### src/logic/mic_pkg.sv
// constants, field positions and state codes shared by the interrupt control block
package mic_pkg;
	// ----------------------------------------
	// register byte offsets on the apb bus
	// ----------------------------------------
	localparam logic [7:0] OFF_CTRL = 8'h00; // irq_control_reg
	localparam logic [7:0] OFF_PFA = 8'h04; // periph_flags_a
	localparam logic [7:0] OFF_PFB = 8'h08; // periph_flags_b
	localparam logic [7:0] OFF_PEA = 8'h0c; // periph_enables_a
	localparam logic [7:0] OFF_PEB = 8'h10; // periph_enables_b
	localparam logic [7:0] OFF_OPT = 8'h14; // option bits, edge polarity
	localparam logic [7:0] OFF_STAT = 8'h18; // read-only core status
	// ----------------------------------------
	// irq_control_reg field positions
	// ----------------------------------------
	localparam int GLOBAL_EN_BIT = 7; // global_irq_enable
	localparam int GROUP_EN_BIT = 6; // peripheral_group_enable
	localparam int TIMER_EN_BIT = 5; // timer_overflow_enable
	localparam int PIN_EN_BIT = 4; // edge_pin_enable
	localparam int PORT_EN_BIT = 3; // port_change_enable, kept apart from the pin enable
	localparam int TIMER_FLAG_BIT = 2; // timer_overflow_flag
	localparam int PIN_FLAG_BIT = 1; // edge_pin_flag
	localparam int PORT_FLAG_BIT = 0; // port_change_flag
	localparam int EDGE_SEL_BIT = 6; // edge_polarity_select in option register
	// ----------------------------------------
	// reset values and implemented-bit masks
	// ----------------------------------------
	localparam logic [7:0] CTRL_RST = 8'h00;
	localparam logic [7:0] OPT_RST = 8'hff;
	localparam logic [7:0] PFA_MASK = 8'h7f; // bit 7 reserved
	localparam logic [7:0] PFB_MASK = 8'h0f; // upper bits reserved
	// ----------------------------------------
	// core sequencing
	// ----------------------------------------
	localparam int PC_W = 13;
	localparam logic [12:0] IRQ_VECTOR = 13'h0004;
	localparam int STK_DEPTH = 8;
	localparam int STK_PTR_W = 3;
	localparam logic [1:0] INSN_DIV_LAST = 2'h3; // four clocks per instruction cycle
	typedef enum logic [3:0] {
		S_IDLE = 4'b0001,
		S_SYNC = 4'b0010,
		S_FLUSH = 4'b0100,
		S_VEC = 4'b1000
	} mic_state_t;
endpackage

### src/logic/mic_irq_ctrl.sv
// interrupt control: flags, enables, apb registers, vectoring, sleep wake-up
//
// Behaviour
// - fourteen sources, each with flag and enable
// - flags set regardless of any enable
// - global enable bit 7 gates all requests
// - enabled pending request vectors without software delay
// - reset clears global enable
// - entry clears global, pushes return, vectors 0004h
// - return op sets global enable again
// - external event to vector three-four instruction cycles
// - edge pin polarity from option bit 6
// - edge sets flag bit 1, enable bit 4
// - edge pin wakes sleep, global picks vector
// - timer rollover sets bit 2, enable 5
// - port pins 7:4 change sets bit 0
// - peripheral flags gated by group enable bit
// - entry saves only the return address
// - waking flag is what ends sleep
// - wake with global enable loads vector
// - wake ignores global; clear means continue sequentially
//
// Local design decisions: the placing of the registers and the APB slave port.
`timescale 1ns/100ps
module mic_irq_ctrl (
	input wire logic CLK,
	input wire logic RST,
	input wire logic PSEL,
	input wire logic PENABLE,
	input wire logic PWRITE,
	input wire logic [7:0] PADDR,
	input wire logic [31:0] PWDATA,
	output logic [31:0] PRDATA,
	output logic PREADY,
	output logic PSLVERR,
	input wire logic EDGE_IRQ_PIN,
	input wire logic [3:0] PORT_B_PINS,
	input wire logic TIMER_OVF,
	input wire logic [7:0] PERIPH_EVT_A,
	input wire logic [7:0] PERIPH_EVT_B,
	input wire logic SLEEP_OP,
	input wire logic RETURN_OP,
	input wire logic [12:0] RESUME_PC,
	output logic CORE_IRQ,
	output logic INSN_FLUSH,
	output logic PC_LOAD,
	output logic [12:0] PC_ADDR,
	output logic SLEEPING
);
	// ----------------------------------------
	// declarations
	// ----------------------------------------
	logic [7:0] ctrl_r; // irq_control_reg
	logic [7:0] ctrl_nxt;
	logic [7:0] pfa_r; // periph_flags_a
	logic [7:0] pfa_nxt;
	logic [7:0] pfb_r; // periph_flags_b
	logic [7:0] pfb_nxt;
	logic [7:0] pea_r; // periph_enables_a
	logic [7:0] peb_r; // periph_enables_b
	logic [7:0] opt_r; // option bits
	logic [1:0] div_r; // instruction-cycle divider
	logic tick; // one clock per instruction cycle
	logic edge_evt; // valid edge seen on the pin
	logic change_evt; // upper port pins changed
	logic periph_pend; // peripheral pair pending, group enable applied
	logic wake_req; // any enabled pending pair, global ignored
	logic irq_req; // request towards the core
	logic take; // request accepted this clock
	mic_pkg::mic_state_t state_r;
	logic sleeping_r;
	logic core_irq_r;
	logic flush_r;
	logic pc_load_r;
	logic [12:0] pc_addr_r;
	logic [12:0] top_addr; // last pushed return address
	logic acc; // apb access phase
	logic wr_done; // write takes effect this clock
	logic pready_r;
	logic [31:0] prdata_r;
	logic pslverr_r;
	logic [31:0] rd_mux;
	logic rd_hit;

	// ----------------------------------------
	// pin front end and return stack
	// ----------------------------------------
	mic_pin_sync u_pins (
		.clk(CLK),
		.rst(RST),
		.pin_in(EDGE_IRQ_PIN),
		.port_in(PORT_B_PINS),
		.rising_sel(opt_r[mic_pkg::EDGE_SEL_BIT]),
		.edge_evt(edge_evt),
		.change_evt(change_evt)
	);

	// only the program counter goes on the stack
	mic_ret_stack u_stack (
		.clk(CLK),
		.rst(RST),
		.push(state_r == mic_pkg::S_FLUSH && tick),
		.pop(RETURN_OP),
		.push_addr(RESUME_PC),
		.top_addr(top_addr)
	);

	// ----------------------------------------
	// instruction-cycle divider
	// ----------------------------------------
	// one enable per four clocks; the sequencer steps on it, except S_VEC, which returns to idle after one clock
	always_ff @(posedge CLK) begin
		if (RST) begin
			div_r <= 2'h0;
		end else begin
			div_r <= div_r + 2'h1;
		end
	end
	assign tick = (div_r == mic_pkg::INSN_DIV_LAST);

	// ----------------------------------------
	// apb slave
	// ----------------------------------------
	assign acc = PSEL & PENABLE;
	// one wait state: the write lands on the edge that sees pready high
	assign wr_done = acc & pready_r & PWRITE;

	// read mux; reserved bits read zero
	always_comb begin
		rd_mux = 32'h0;
		rd_hit = 1'b1;
		case (PADDR)
			mic_pkg::OFF_CTRL: rd_mux[7:0] = ctrl_r;
			mic_pkg::OFF_PFA: rd_mux[7:0] = pfa_r;
			mic_pkg::OFF_PFB: rd_mux[7:0] = pfb_r;
			mic_pkg::OFF_PEA: rd_mux[7:0] = pea_r;
			mic_pkg::OFF_PEB: rd_mux[7:0] = peb_r;
			mic_pkg::OFF_OPT: rd_mux[7:0] = opt_r;
			mic_pkg::OFF_STAT: rd_mux[3:0] = {sleeping_r, flush_r, core_irq_r, wake_req};
			default: rd_hit = 1'b0;
		endcase
	end

	// handshake: answer in the second access clock, unmapped gives an error
	always_ff @(posedge CLK) begin
		if (RST) begin
			pready_r <= 1'b0;
			prdata_r <= 32'h0;
			pslverr_r <= 1'b0;
		end else begin
			pready_r <= acc & ~pready_r;
			if (acc & ~pready_r) begin
				prdata_r <= PWRITE ? 32'h0 : rd_mux;
				pslverr_r <= ~rd_hit;
			end else begin
				pslverr_r <= 1'b0;
			end
		end
	end

	// ----------------------------------------
	// plain software registers
	// ----------------------------------------
	// enables and options only change by bus write
	always_ff @(posedge CLK) begin
		if (RST) begin
			pea_r <= 8'h00;
			peb_r <= 8'h00;
			opt_r <= mic_pkg::OPT_RST;
		end else if (wr_done) begin
			// reserved enable bits are forced low
			if (PADDR == mic_pkg::OFF_PEA) pea_r <= PWDATA[7:0] & mic_pkg::PFA_MASK;
			if (PADDR == mic_pkg::OFF_PEB) peb_r <= PWDATA[7:0] & mic_pkg::PFB_MASK;
			if (PADDR == mic_pkg::OFF_OPT) opt_r <= PWDATA[7:0];
		end
	end

	// ----------------------------------------
	// flag and enable registers
	// ----------------------------------------
	// hardware sets win over a software clear in the same clock
	always_comb begin
		ctrl_nxt = ctrl_r;
		pfa_nxt = pfa_r;
		pfb_nxt = pfb_r;
		if (wr_done && PADDR == mic_pkg::OFF_CTRL) begin
			ctrl_nxt = PWDATA[7:0];
		end
		if (wr_done && PADDR == mic_pkg::OFF_PFA) begin
			pfa_nxt = PWDATA[7:0];
		end
		if (wr_done && PADDR == mic_pkg::OFF_PFB) begin
			pfb_nxt = PWDATA[7:0];
		end
		// flags never clear themselves; only software write clears them
		ctrl_nxt[mic_pkg::PIN_FLAG_BIT] = ctrl_nxt[mic_pkg::PIN_FLAG_BIT] | edge_evt;
		ctrl_nxt[mic_pkg::TIMER_FLAG_BIT] = ctrl_nxt[mic_pkg::TIMER_FLAG_BIT] | TIMER_OVF;
		ctrl_nxt[mic_pkg::PORT_FLAG_BIT] = ctrl_nxt[mic_pkg::PORT_FLAG_BIT] | change_evt;
		// peripheral events set flags no matter what any enable says
		pfa_nxt = (pfa_nxt | PERIPH_EVT_A) & mic_pkg::PFA_MASK;
		pfb_nxt = (pfb_nxt | PERIPH_EVT_B) & mic_pkg::PFB_MASK;
		// accepting clears the global enable to block nesting
		if (take) begin
			ctrl_nxt[mic_pkg::GLOBAL_EN_BIT] = 1'b0;
		end
		// return op re-enables; it wins over a same-clock bus write
		if (RETURN_OP) begin
			ctrl_nxt[mic_pkg::GLOBAL_EN_BIT] = 1'b1;
		end
	end

	// flag registers; reset leaves the global enable clear
	always_ff @(posedge CLK) begin
		if (RST) begin
			ctrl_r <= mic_pkg::CTRL_RST;
			pfa_r <= 8'h00;
			pfb_r <= 8'h00;
		end else begin
			ctrl_r <= ctrl_nxt;
			pfa_r <= pfa_nxt;
			pfb_r <= pfb_nxt;
		end
	end

	// ----------------------------------------
	// request combine
	// ----------------------------------------
	// peripheral pairs need the group enable as well
	assign periph_pend = ctrl_r[mic_pkg::GROUP_EN_BIT] & (|(pfa_r & pea_r) | |(pfb_r & peb_r));
	// wake-up looks at pairs only, never at the global enable
	assign wake_req = periph_pend
		| (ctrl_r[mic_pkg::PIN_FLAG_BIT] & ctrl_r[mic_pkg::PIN_EN_BIT])
		| (ctrl_r[mic_pkg::TIMER_FLAG_BIT] & ctrl_r[mic_pkg::TIMER_EN_BIT])
		| (ctrl_r[mic_pkg::PORT_FLAG_BIT] & ctrl_r[mic_pkg::PORT_EN_BIT]);
	// global enable gates the whole set
	assign irq_req = ctrl_r[mic_pkg::GLOBAL_EN_BIT] & wake_req;
	// accept at an instruction boundary while awake and idle
	assign take = irq_req & tick & ~sleeping_r & (state_r == mic_pkg::S_IDLE);

	// ----------------------------------------
	// vectoring sequencer
	// ----------------------------------------
	// sync one cycle, flush the fetched instruction, then vector;
	// the fixed flush makes latency the same for one- or two-cycle instructions
	always_ff @(posedge CLK) begin
		if (RST) begin
			state_r <= mic_pkg::S_IDLE;
		end else begin
			case (state_r)
				mic_pkg::S_IDLE: begin
					if (take) state_r <= mic_pkg::S_SYNC;
				end
				mic_pkg::S_SYNC: begin
					if (tick) state_r <= mic_pkg::S_FLUSH;
				end
				mic_pkg::S_FLUSH: begin
					if (tick) state_r <= mic_pkg::S_VEC;
				end
				mic_pkg::S_VEC: begin
					state_r <= mic_pkg::S_IDLE;
				end
				default: state_r <= mic_pkg::S_IDLE;
			endcase
		end
	end

	// program counter steering towards the core
	always_ff @(posedge CLK) begin
		if (RST) begin
			pc_load_r <= 1'b0;
			pc_addr_r <= 13'h0000;
		end else if (state_r == mic_pkg::S_VEC) begin
			pc_load_r <= 1'b1;
			pc_addr_r <= mic_pkg::IRQ_VECTOR;
		end else if (RETURN_OP) begin
			pc_load_r <= 1'b1;
			pc_addr_r <= top_addr;
		end else begin
			pc_load_r <= 1'b0;
		end
	end

	// core-facing levels, registered so outputs come from flops
	always_ff @(posedge CLK) begin
		if (RST) begin
			core_irq_r <= 1'b0;
			flush_r <= 1'b0;
		end else begin
			core_irq_r <= irq_req;
			flush_r <= (state_r == mic_pkg::S_FLUSH) | (state_r == mic_pkg::S_VEC);
		end
	end

	// ----------------------------------------
	// sleep and wake-up
	// ----------------------------------------
	// a pending pair turns sleep into a no-op; one arriving later wakes,
	// and with the global enable set the idle sequencer then vectors
	always_ff @(posedge CLK) begin
		if (RST) begin
			sleeping_r <= 1'b0;
		end else if (wake_req) begin
			sleeping_r <= 1'b0;
		end else if (SLEEP_OP) begin
			sleeping_r <= 1'b1;
		end
	end

	// ----------------------------------------
	// outputs
	// ----------------------------------------
	assign PRDATA = prdata_r;
	assign PREADY = pready_r;
	assign PSLVERR = pslverr_r;
	assign CORE_IRQ = core_irq_r;
	assign INSN_FLUSH = flush_r;
	assign PC_LOAD = pc_load_r;
	assign PC_ADDR = pc_addr_r;
	assign SLEEPING = sleeping_r;

	// ----------------------------------------
	// checks
	// ----------------------------------------
	a_global_reset: assert property (@(posedge CLK) RST |=> !ctrl_r[mic_pkg::GLOBAL_EN_BIT])
		else $error("global enable not cleared by reset");
	a_take_clears_global: assert property (@(posedge CLK) disable iff (RST)
		take && !RETURN_OP |=> !ctrl_r[mic_pkg::GLOBAL_EN_BIT])
		else $error("global enable still set after entry");
	a_vector_load: assert property (@(posedge CLK) disable iff (RST)
		take |-> ##10 (PC_LOAD && PC_ADDR == mic_pkg::IRQ_VECTOR))
		else $error("vector not loaded ten clocks after accept");
	a_return_global: assert property (@(posedge CLK) disable iff (RST)
		RETURN_OP |=> ctrl_r[mic_pkg::GLOBAL_EN_BIT] && PC_LOAD)
		else $error("return did not re-enable and load pc");
	a_timer_flag: assert property (@(posedge CLK) disable iff (RST)
		TIMER_OVF |=> ctrl_r[mic_pkg::TIMER_FLAG_BIT])
		else $error("timer flag lost");
	a_edge_flag: assert property (@(posedge CLK) disable iff (RST)
		edge_evt |=> ctrl_r[mic_pkg::PIN_FLAG_BIT])
		else $error("edge flag lost");
	a_global_blocks: assert property (@(posedge CLK) disable iff (RST)
		!ctrl_r[mic_pkg::GLOBAL_EN_BIT] |=> !CORE_IRQ)
		else $error("request passed with global enable clear");
	a_wake_sleep: assert property (@(posedge CLK) disable iff (RST)
		SLEEPING && wake_req |=> !SLEEPING)
		else $error("pending pair did not wake");
	// with the group gate shut and no core pair pending, peripheral pairs alone must not reach the core
	a_periph_gate: assert property (@(posedge CLK) disable iff (RST)
		!ctrl_r[mic_pkg::GROUP_EN_BIT] && !(ctrl_r[mic_pkg::PIN_FLAG_BIT] && ctrl_r[mic_pkg::PIN_EN_BIT])
		&& !(ctrl_r[mic_pkg::TIMER_FLAG_BIT] && ctrl_r[mic_pkg::TIMER_EN_BIT])
		&& !(ctrl_r[mic_pkg::PORT_FLAG_BIT] && ctrl_r[mic_pkg::PORT_EN_BIT]) |=> !CORE_IRQ)
		else $error("peripheral pair passed group gate");
endmodule

### src/logic/mic_pin_sync.sv
// synchroniser and event detector for the edge pin and upper port pins
`timescale 1ns/100ps
module mic_pin_sync (
	input wire logic clk,
	input wire logic rst,
	input wire logic pin_in,
	input wire logic [3:0] port_in,
	input wire logic rising_sel,
	output logic edge_evt,
	output logic change_evt
);
	// ----------------------------------------
	// two-stage synchronisers, then a history stage
	// ----------------------------------------
	logic pin_s1_r; // first stage, read only by stage two
	logic pin_s2_r;
	logic pin_d_r; // previous synchronised level
	logic [3:0] port_s1_r;
	logic [3:0] port_s2_r;
	logic [3:0] port_d_r;

	// sampling chain; history stage lets the detectors see only stable levels
	always_ff @(posedge clk) begin
		if (rst) begin
			pin_s1_r <= 1'b0;
			pin_s2_r <= 1'b0;
			pin_d_r <= 1'b0;
			port_s1_r <= 4'h0;
			port_s2_r <= 4'h0;
			port_d_r <= 4'h0;
		end else begin
			pin_s1_r <= pin_in;
			pin_s2_r <= pin_s1_r;
			pin_d_r <= pin_s2_r;
			port_s1_r <= port_in;
			port_s2_r <= port_s1_r;
			port_d_r <= port_s2_r;
		end
	end

	// polarity picks rising or falling; both come from stable stages
	assign edge_evt = rising_sel ? (pin_s2_r & ~pin_d_r) : (~pin_s2_r & pin_d_r);
	// any difference on the four pins is a change
	assign change_evt = |(port_s2_r ^ port_d_r);
endmodule

### src/logic/mic_ret_stack.sv
// return-address stack, holds only the program counter
`timescale 1ns/100ps
module mic_ret_stack (
	input wire logic clk,
	input wire logic rst,
	input wire logic push,
	input wire logic pop,
	input wire logic [12:0] push_addr,
	output logic [12:0] top_addr
);
	// ----------------------------------------
	// storage, circular like a real hardware stack
	// ----------------------------------------
	logic [12:0] mem_r [mic_pkg::STK_DEPTH]; // return addresses
	logic [2:0] ptr_r; // next free slot; wraps, overflow overwrites oldest

	// pointer moves on push or pop; push wins if both come together
	always_ff @(posedge clk) begin
		if (rst) begin
			ptr_r <= 3'h0;
		end else if (push) begin
			ptr_r <= ptr_r + 3'h1;
		end else if (pop) begin
			ptr_r <= ptr_r - 3'h1;
		end
	end

	// entries hold no reset: content is defined by the push that writes it
	always_ff @(posedge clk) begin
		if (push) begin
			mem_r[ptr_r] <= push_addr;
		end
	end

	// most recent entry sits one below the free slot
	assign top_addr = mem_r[ptr_r - 3'h1];
endmodule

### config.mk
export PLATFORM = sky130hd
export DESIGN_NAME = mic_irq_ctrl
export DESIGN_NICKNAME = d
export VERILOG_FILES = /design/src/logic/mic_pkg.sv /design/src/logic/mic_irq_ctrl.sv /design/src/logic/mic_pin_sync.sv /design/src/logic/mic_ret_stack.sv
export SDC_FILE = /design/constraint.sdc
export NUM_CORES = 1
export LEC_CHECK = 0
export ABC_AREA = 1
export ABC_CLOCK_PERIOD_IN_PS = 7600
export BUFFER_PORTS_ARGS = -buffer_cell sky130_fd_sc_hd__buf_2
export CAP_MARGIN = 25
export CORE_ASPECT_RATIO = 0.6
export CORE_UTILIZATION = 55
export CTS_CLUSTER_SIZE = 10
export DETAILED_ROUTE_END_ITERATION = 10
export MAX_ROUTING_LAYER = met4
export PLACE_DENSITY_LB_ADDON = 0.12
export SETUP_SLACK_MARGIN = 0.15
export SLEW_MARGIN = 40
export SYNTH_ARGS = -nofsm -noshare
export SYNTH_HDL_FRONTEND = slang
export SYNTH_SLANG_ARGS = --single-unit
### constraint.sdc
create_clock -name CLK -period 7.6 [get_ports CLK]
set_clock_uncertainty 0.1 [all_clocks]
set_input_delay 0.76 -clock CLK [delete_from_list [all_inputs] [get_ports CLK]]
set_output_delay 0.76 -clock CLK [all_outputs]
set_load 0.01 [all_outputs]
Word-level counts from Yosys, hierarchy flattened
Memories as Yosys holds them, arrays and structs flattened. Index checks and enable logic that the tools add are counted.

$add $sub $neg: 3. Equality and inequality tests: 14. Multiplexer cells: 22. Bitwise operators: 33. Reductions and logical operators: 19.

Operator list (count): 4-bit one-hot mux with 7 select lines (1); 8-bit by 5-bit equality test with 1-bit output (second input constant) (3); 4-bit one-hot mux with 5 select lines (1); 8-bit by 4-bit equality test with 1-bit output (second input constant) (2); 4-bit 2-to-1 mux (4); 8-bit 2-to-1 mux (2); 8-bit OR reduction (2); 1-bit bitwise AND (14); 3-bit 2-to-1 mux (4); 4-bit one-hot mux with 3 select lines (1); 8-bit by 3-bit equality test with 1-bit output (second input constant) (1); 8-bit logical NOT (1); 1-bit 2-to-1 mux (8); 1-bit bitwise OR (8); 7-bit bitwise AND (1); 7-bit 2-to-1 mux (1); 7-bit bitwise OR (1); 7-bit OR reduction (1); 2-bit != test (second input constant) (3); 1-bit inverter (6); 2-bit AND reduction (3); 2-bit OR reduction (3); 4-bit bitwise AND (1); 4-bit by 1-bit equality test with 1-bit output (second input constant) (1); 14 further kinds (18).

Flip-flop bits (word level): 113. RAM bits: 104. Memories kept: 1.

Memories: u_stack.mem_r (depth 8, width 13, read ports 1, clocked after memory_dff 0, wr ports 1, line mic_ret_stack.sv:14) `logic [12:0] mem_r [mic_pkg::STK_DEPTH];`.

Depth between registers and ports, before layout
Word-level depth: 13. Mapped depth: 13.

Cells and area by module
From an unflattened synthesis, not the netlist that was laid out.

Cells, all modules: 1041. Area total of the unflattened synthesis: 8724.6 um2.

Modules (own cells, without submodules): mic_ret_stack (instances 1, cells an instance 490, area each 4789.6 um2); mic_irq_ctrl (instances 1, cells an instance 482, area each 3423.3 um2); mic_pin_sync (instances 1, cells an instance 69, area each 511.7 um2).

Worst setup path after synthesis
No wires, ideal clock.

Path kind: reg-to-reg. From: reg state_r[0]. To: mem u_stack.mem_r[1][0] (enable). Data arrival time: 1.934 ns. Path slack: 5.166 ns. Stages on the path, launching flop included: 8. Clock period less this slack: 2.434 ns. Cell sequence: dfxtp_1 nor2_1 inv_1 nor3_2 nand2_1 inv_1 nand2_1 nor3_1.

Longest elaborated chain between the ends: 4.

RTL lines: start, declared (line mic_irq_ctrl.sv:70) `mic_pkg::mic_state_t state_r;`; start signal, assigned (line mic_irq_ctrl.sv:247) `state_r <= mic_pkg::S_IDLE;`; start signal, assigned (line mic_irq_ctrl.sv:251) `if (take) state_r <= mic_pkg::S_SYNC;`; start signal, assigned (line mic_irq_ctrl.sv:254) `if (tick) state_r <= mic_pkg::S_FLUSH;`; 4-bit by 3-bit equality test with 1-bit output (line mic_irq_ctrl.sv:102) `.push(state_r == mic_pkg::S_FLUSH && tick),`; 1-bit logical AND (line mic_irq_ctrl.sv:102); 1-bit 2-to-1 mux (line mic_ret_stack.sv:30) `if (push) begin`; 1-bit 2-to-1 mux (not written as such) (line mic_ret_stack.sv:31) `mem_r[ptr_r] <= push_addr;`; end, declared (line mic_ret_stack.sv:14).

No other way between the ends.

Final worst setup path
From: reg state_r[1]. To: mem u_stack.mem_r[6][0] (enable).

The elaborated chain is that of the path after synthesis.

==> results.json <==
{
  "max_freq_ghz": 0.379,
  "dr.first_iter.drc_count": 510,
  "period_minus_slack_ns": 2.64,
  "yosysSeqAreaShare_pct": 59.9,
  "synthSimpleGateAreaFrac_pct": 18.3,
  "grt_max_degree": 57,
  "clk_pin_slew_worst_paths_ns": 0.08,
  "via_per_inst": 5.36,
  "worstPathRequired_ns": 7.62,
  "avgSynthCellArea_um2": 9.51,
  "synth_top_area_cell": "edfxtp_1",
  "finalCritPeriodShare_pct": 34.7,
  "p_per_area_mw_per_mm2": 237,
  "outcome": "finished, final reports clean",
  "crit_path_max_fanout": 8,
  "die_w_um": 159,
  "yosysUniqueCellTypes": 43,
  "synthMuxAreaShare_pct": 0,
  "clock_latency_ns": 0.43,
  "gp_congestion": 0.929,
  "nets": 1018,
  "cts_max_level": 4,
  "r2r-start": "state_r[1]",
  "yosys_warnings": 0,
  "io_buffers": 79,
  "hold_viol": 0,
  "synth_xor_area_share_pct": 0.535,
  "cts_hold_buf": 0,
  "gr-total-overflow": 0,
  "design_area_mm2": 0.00925,
  "cts_resized": 0,
  "cp-start-kind": "flip-flop",
  "critPathCaptureType": "flip-flop",
  "routed-via-count": 6138,
  "slew_viol_final": 0,
  "p_leak_nw": 3.95,
  "io_pins": 133,
  "routedWlPerCell_um": 16.6,
  "drv_cap": 0,
  "dr.pass1.iters": 5,
  "netlist_area_mm2": 0.00818,
  "r2r_end": "u_stack.mem_r[6][0]",
  "critPathKind": "flip-flop to flip-flop",
  "final_cell_mix": "nor2_1 (154), nand2_1 (118), edfxtp_1 (104), inv_1 (90), dfxtp_1 (89)",
  "netlist.area_leader.share_pct": 38.2,
  "drt-total-wl_um": 19000,
  "synth-seq-cells": 193,
  "worstRegToRegCells": 8,
  "crit_end": "u_stack.mem_r[6][0]",
  "path_delay_family": "simple AND/OR/NAND/NOR gates",
  "ys_async_sr_fraction_pct": 0,
  "synth_top_family_by_area": "simple AND/OR/NAND/NOR gates",
  "syn2layout_area_growth_pct": 13.0,
  "rsz0062_at_grt": "no",
  "cts_buffers": 17,
  "drive_gt1_share_pct": 16.5,
  "path_buf_inv": 3,
  "hold_path_class": "flip-flop to flip-flop",
  "synth_fa_ha_area_share_pct": 0.459,
  "initial_core_util_pct": 56.4,
  "tns_ns": 0,
  "crit_cells": 8,
  "reg2reg_slack_ns": 4.96,
  "synth_area_leaders": "edfxtp_1 (38%), dfxtp_1 (22%), nor2_1 (7.1%)",
  "synthCells": 861,
  "final_common_cell": "nor2_1",
  "setup_viol": 0,
  "worstPathArrival_ns": 2.66,
  "post_cts_buffers": 0,
  "numClockSinks": 193,
  "cp_cell_sequence": "nor2_1 -> inv_1 -> nor3_2 -> nand2_1 -> inv_1 -> nand2_1 -> nor2_1 -> buf_4",
  "first_global_vias": 5532,
  "clockBufferDepth": 2,
  "cts-root-buf": "clkbuf_16",
  "crit_path_top_delay_cell": "nor2_1",
  "slowest_delay_ns": 0.62,
  "setup.worst_path.start": "state_r[1]",
  "core_area_mm2": 0.0145,
  "grt_util_all_layers_pct": 26.4,
  "fillerInstances": 1169,
  "irDropWorstVdd_v": 0.000161,
  "synth_compound_area_share_pct": 11.8,
  "antenna_found_initial": 1,
  "grt_pass1_wl_um": 29300,
  "cts_tree": "done",
  "hpwl_um": 12800,
  "placed_area_mm2": 0.00867,
  "relSlewSlack_pct": 42.4,
  "num_rows": 34,
  "whs_ns": 0.300,
  "drcViolationCount": 0,
  "synth_edf_count": 104,
  "dieArea_mm2": 0.0154,
  "tightest_slew_ns": 0.853,
  "ant_nets": 0,
  "ys.flop_type": "edfxtp_1",
  "die_h_um": 96.5
}
worst min-delay path, cell delays in order (launching register included):
cell     delay [ns]
dfxtp_1        0.30
inv_1          0.04
nor2_1         0.03
state kept, by name (all words and copies together), names as in the netlist, 7 cells and up:
| signal | count |
|---|---|
| pea_r | 7 |
| u_stack.mem_r | 104 |
| ctrl_r | 8 |
| PC_ADDR | 13 |
| PRDATA | 8 |
| pfa_r | 7 |
| opt_r | 8 |
area by class of cell:
type	instances	area [µm²]	share of cell area [%]
flip-flops and latches	193	4900	53.0
well taps	198	248	2.68
clock inverters	14	138	1.49
inverters	100	378	4.09
repair buffers	89	473	5.11
multi-input cells	532	2680	28.9
clock buffers	18	429	4.64
diodes	1	2.50	0.0271
synthesized netlist by cell type, types with 2 or more instances:
cell type,number
dfxtp_1,89
a211oi_1,5
inv_1,90
clkinv_1,3
a211oi_2,3
nand2_1,118
o21ai_0,63
nand2_2,2
ha_1,3
clkbuf_1,16
buf_4,27
nor4_1,2
nor2_2,5
edfxtp_1,104
buf_2,13
o211ai_1,10
inv_2,7
nor2_4,3
o21ai_1,4
nor2_1,154
xor2_1,4
nand2_4,3
nor2_8,2
nand3_1,42
o311ai_0,2
nor3_1,8
o2bb2ai_1,2
o31ai_1,11
o32ai_1,20
a31oi_1,2
a21oi_1,32
through the flow:
step | utilization [%] | std cells | total power, W | setup WS (ns)
finish | 63.7 | 1145 | 0.00219 | 4.96
global route | 63.7 | 1145 | 0.00228 | 4.80
CTS | 63.7 | 1144 | 0.00221 | 4.68
detailed placement | 59.8 | 1112 | 0.00136 | 4.23
global placement | 59.7 | 1112 | 0.00135 | 3.82
floorplan | - | 884 | 0.00130 | 5.17
routing by layer:
| metal | track usage, % | vias up | routed length, µm |
|---|---|---|---|
| li1 | - | 2982 | - |
| met1 | 37.7 | 2895 | 9210 |
| met2 | 37.4 | 240 | 8040 |
| met3 | 6.10 | 21 | 1590 |
| met4 | 7.93 | 0 | 177 |
| met5 | - | - | 0 |
how the worst min path moves through the flow:
stage | startpoint | endpoint | slack, ns | cells past startpoint
floorplan | u_pins.pin_s1_r | u_pins.pin_s2_r | 0.29 | 2
global placement | u_pins.pin_s1_r | u_pins.pin_s2_r | 0.29 | 2
detailed placement | u_pins.pin_s1_r | u_pins.pin_s2_r | 0.30 | 2
CTS | u_pins.pin_s1_r | u_pins.pin_s2_r | 0.30 | 2
global route | u_pins.pin_s1_r | u_pins.pin_s2_r | 0.31 | 2
finish | u_pins.pin_s1_r | u_pins.pin_s2_r | 0.30 | 2
report_power, final:
group | total (W) | internal, W | switching (W)
Combinational | 0.000205 | 0.0000691 | 0.000136
Sequential | 0.00114 | 0.00112 | 0.0000164
Clock | 0.000854 | 0.000436 | 0.000418
kinds of logic after synthesis:
family | count (synthesis)
fa+ha+maj | 3
other cells | 1
flops | 193
compound gates | 156
xor+xnor | 5
buf+inv | 159
simple gates | 344
Power figures use the tool's default switching activity.
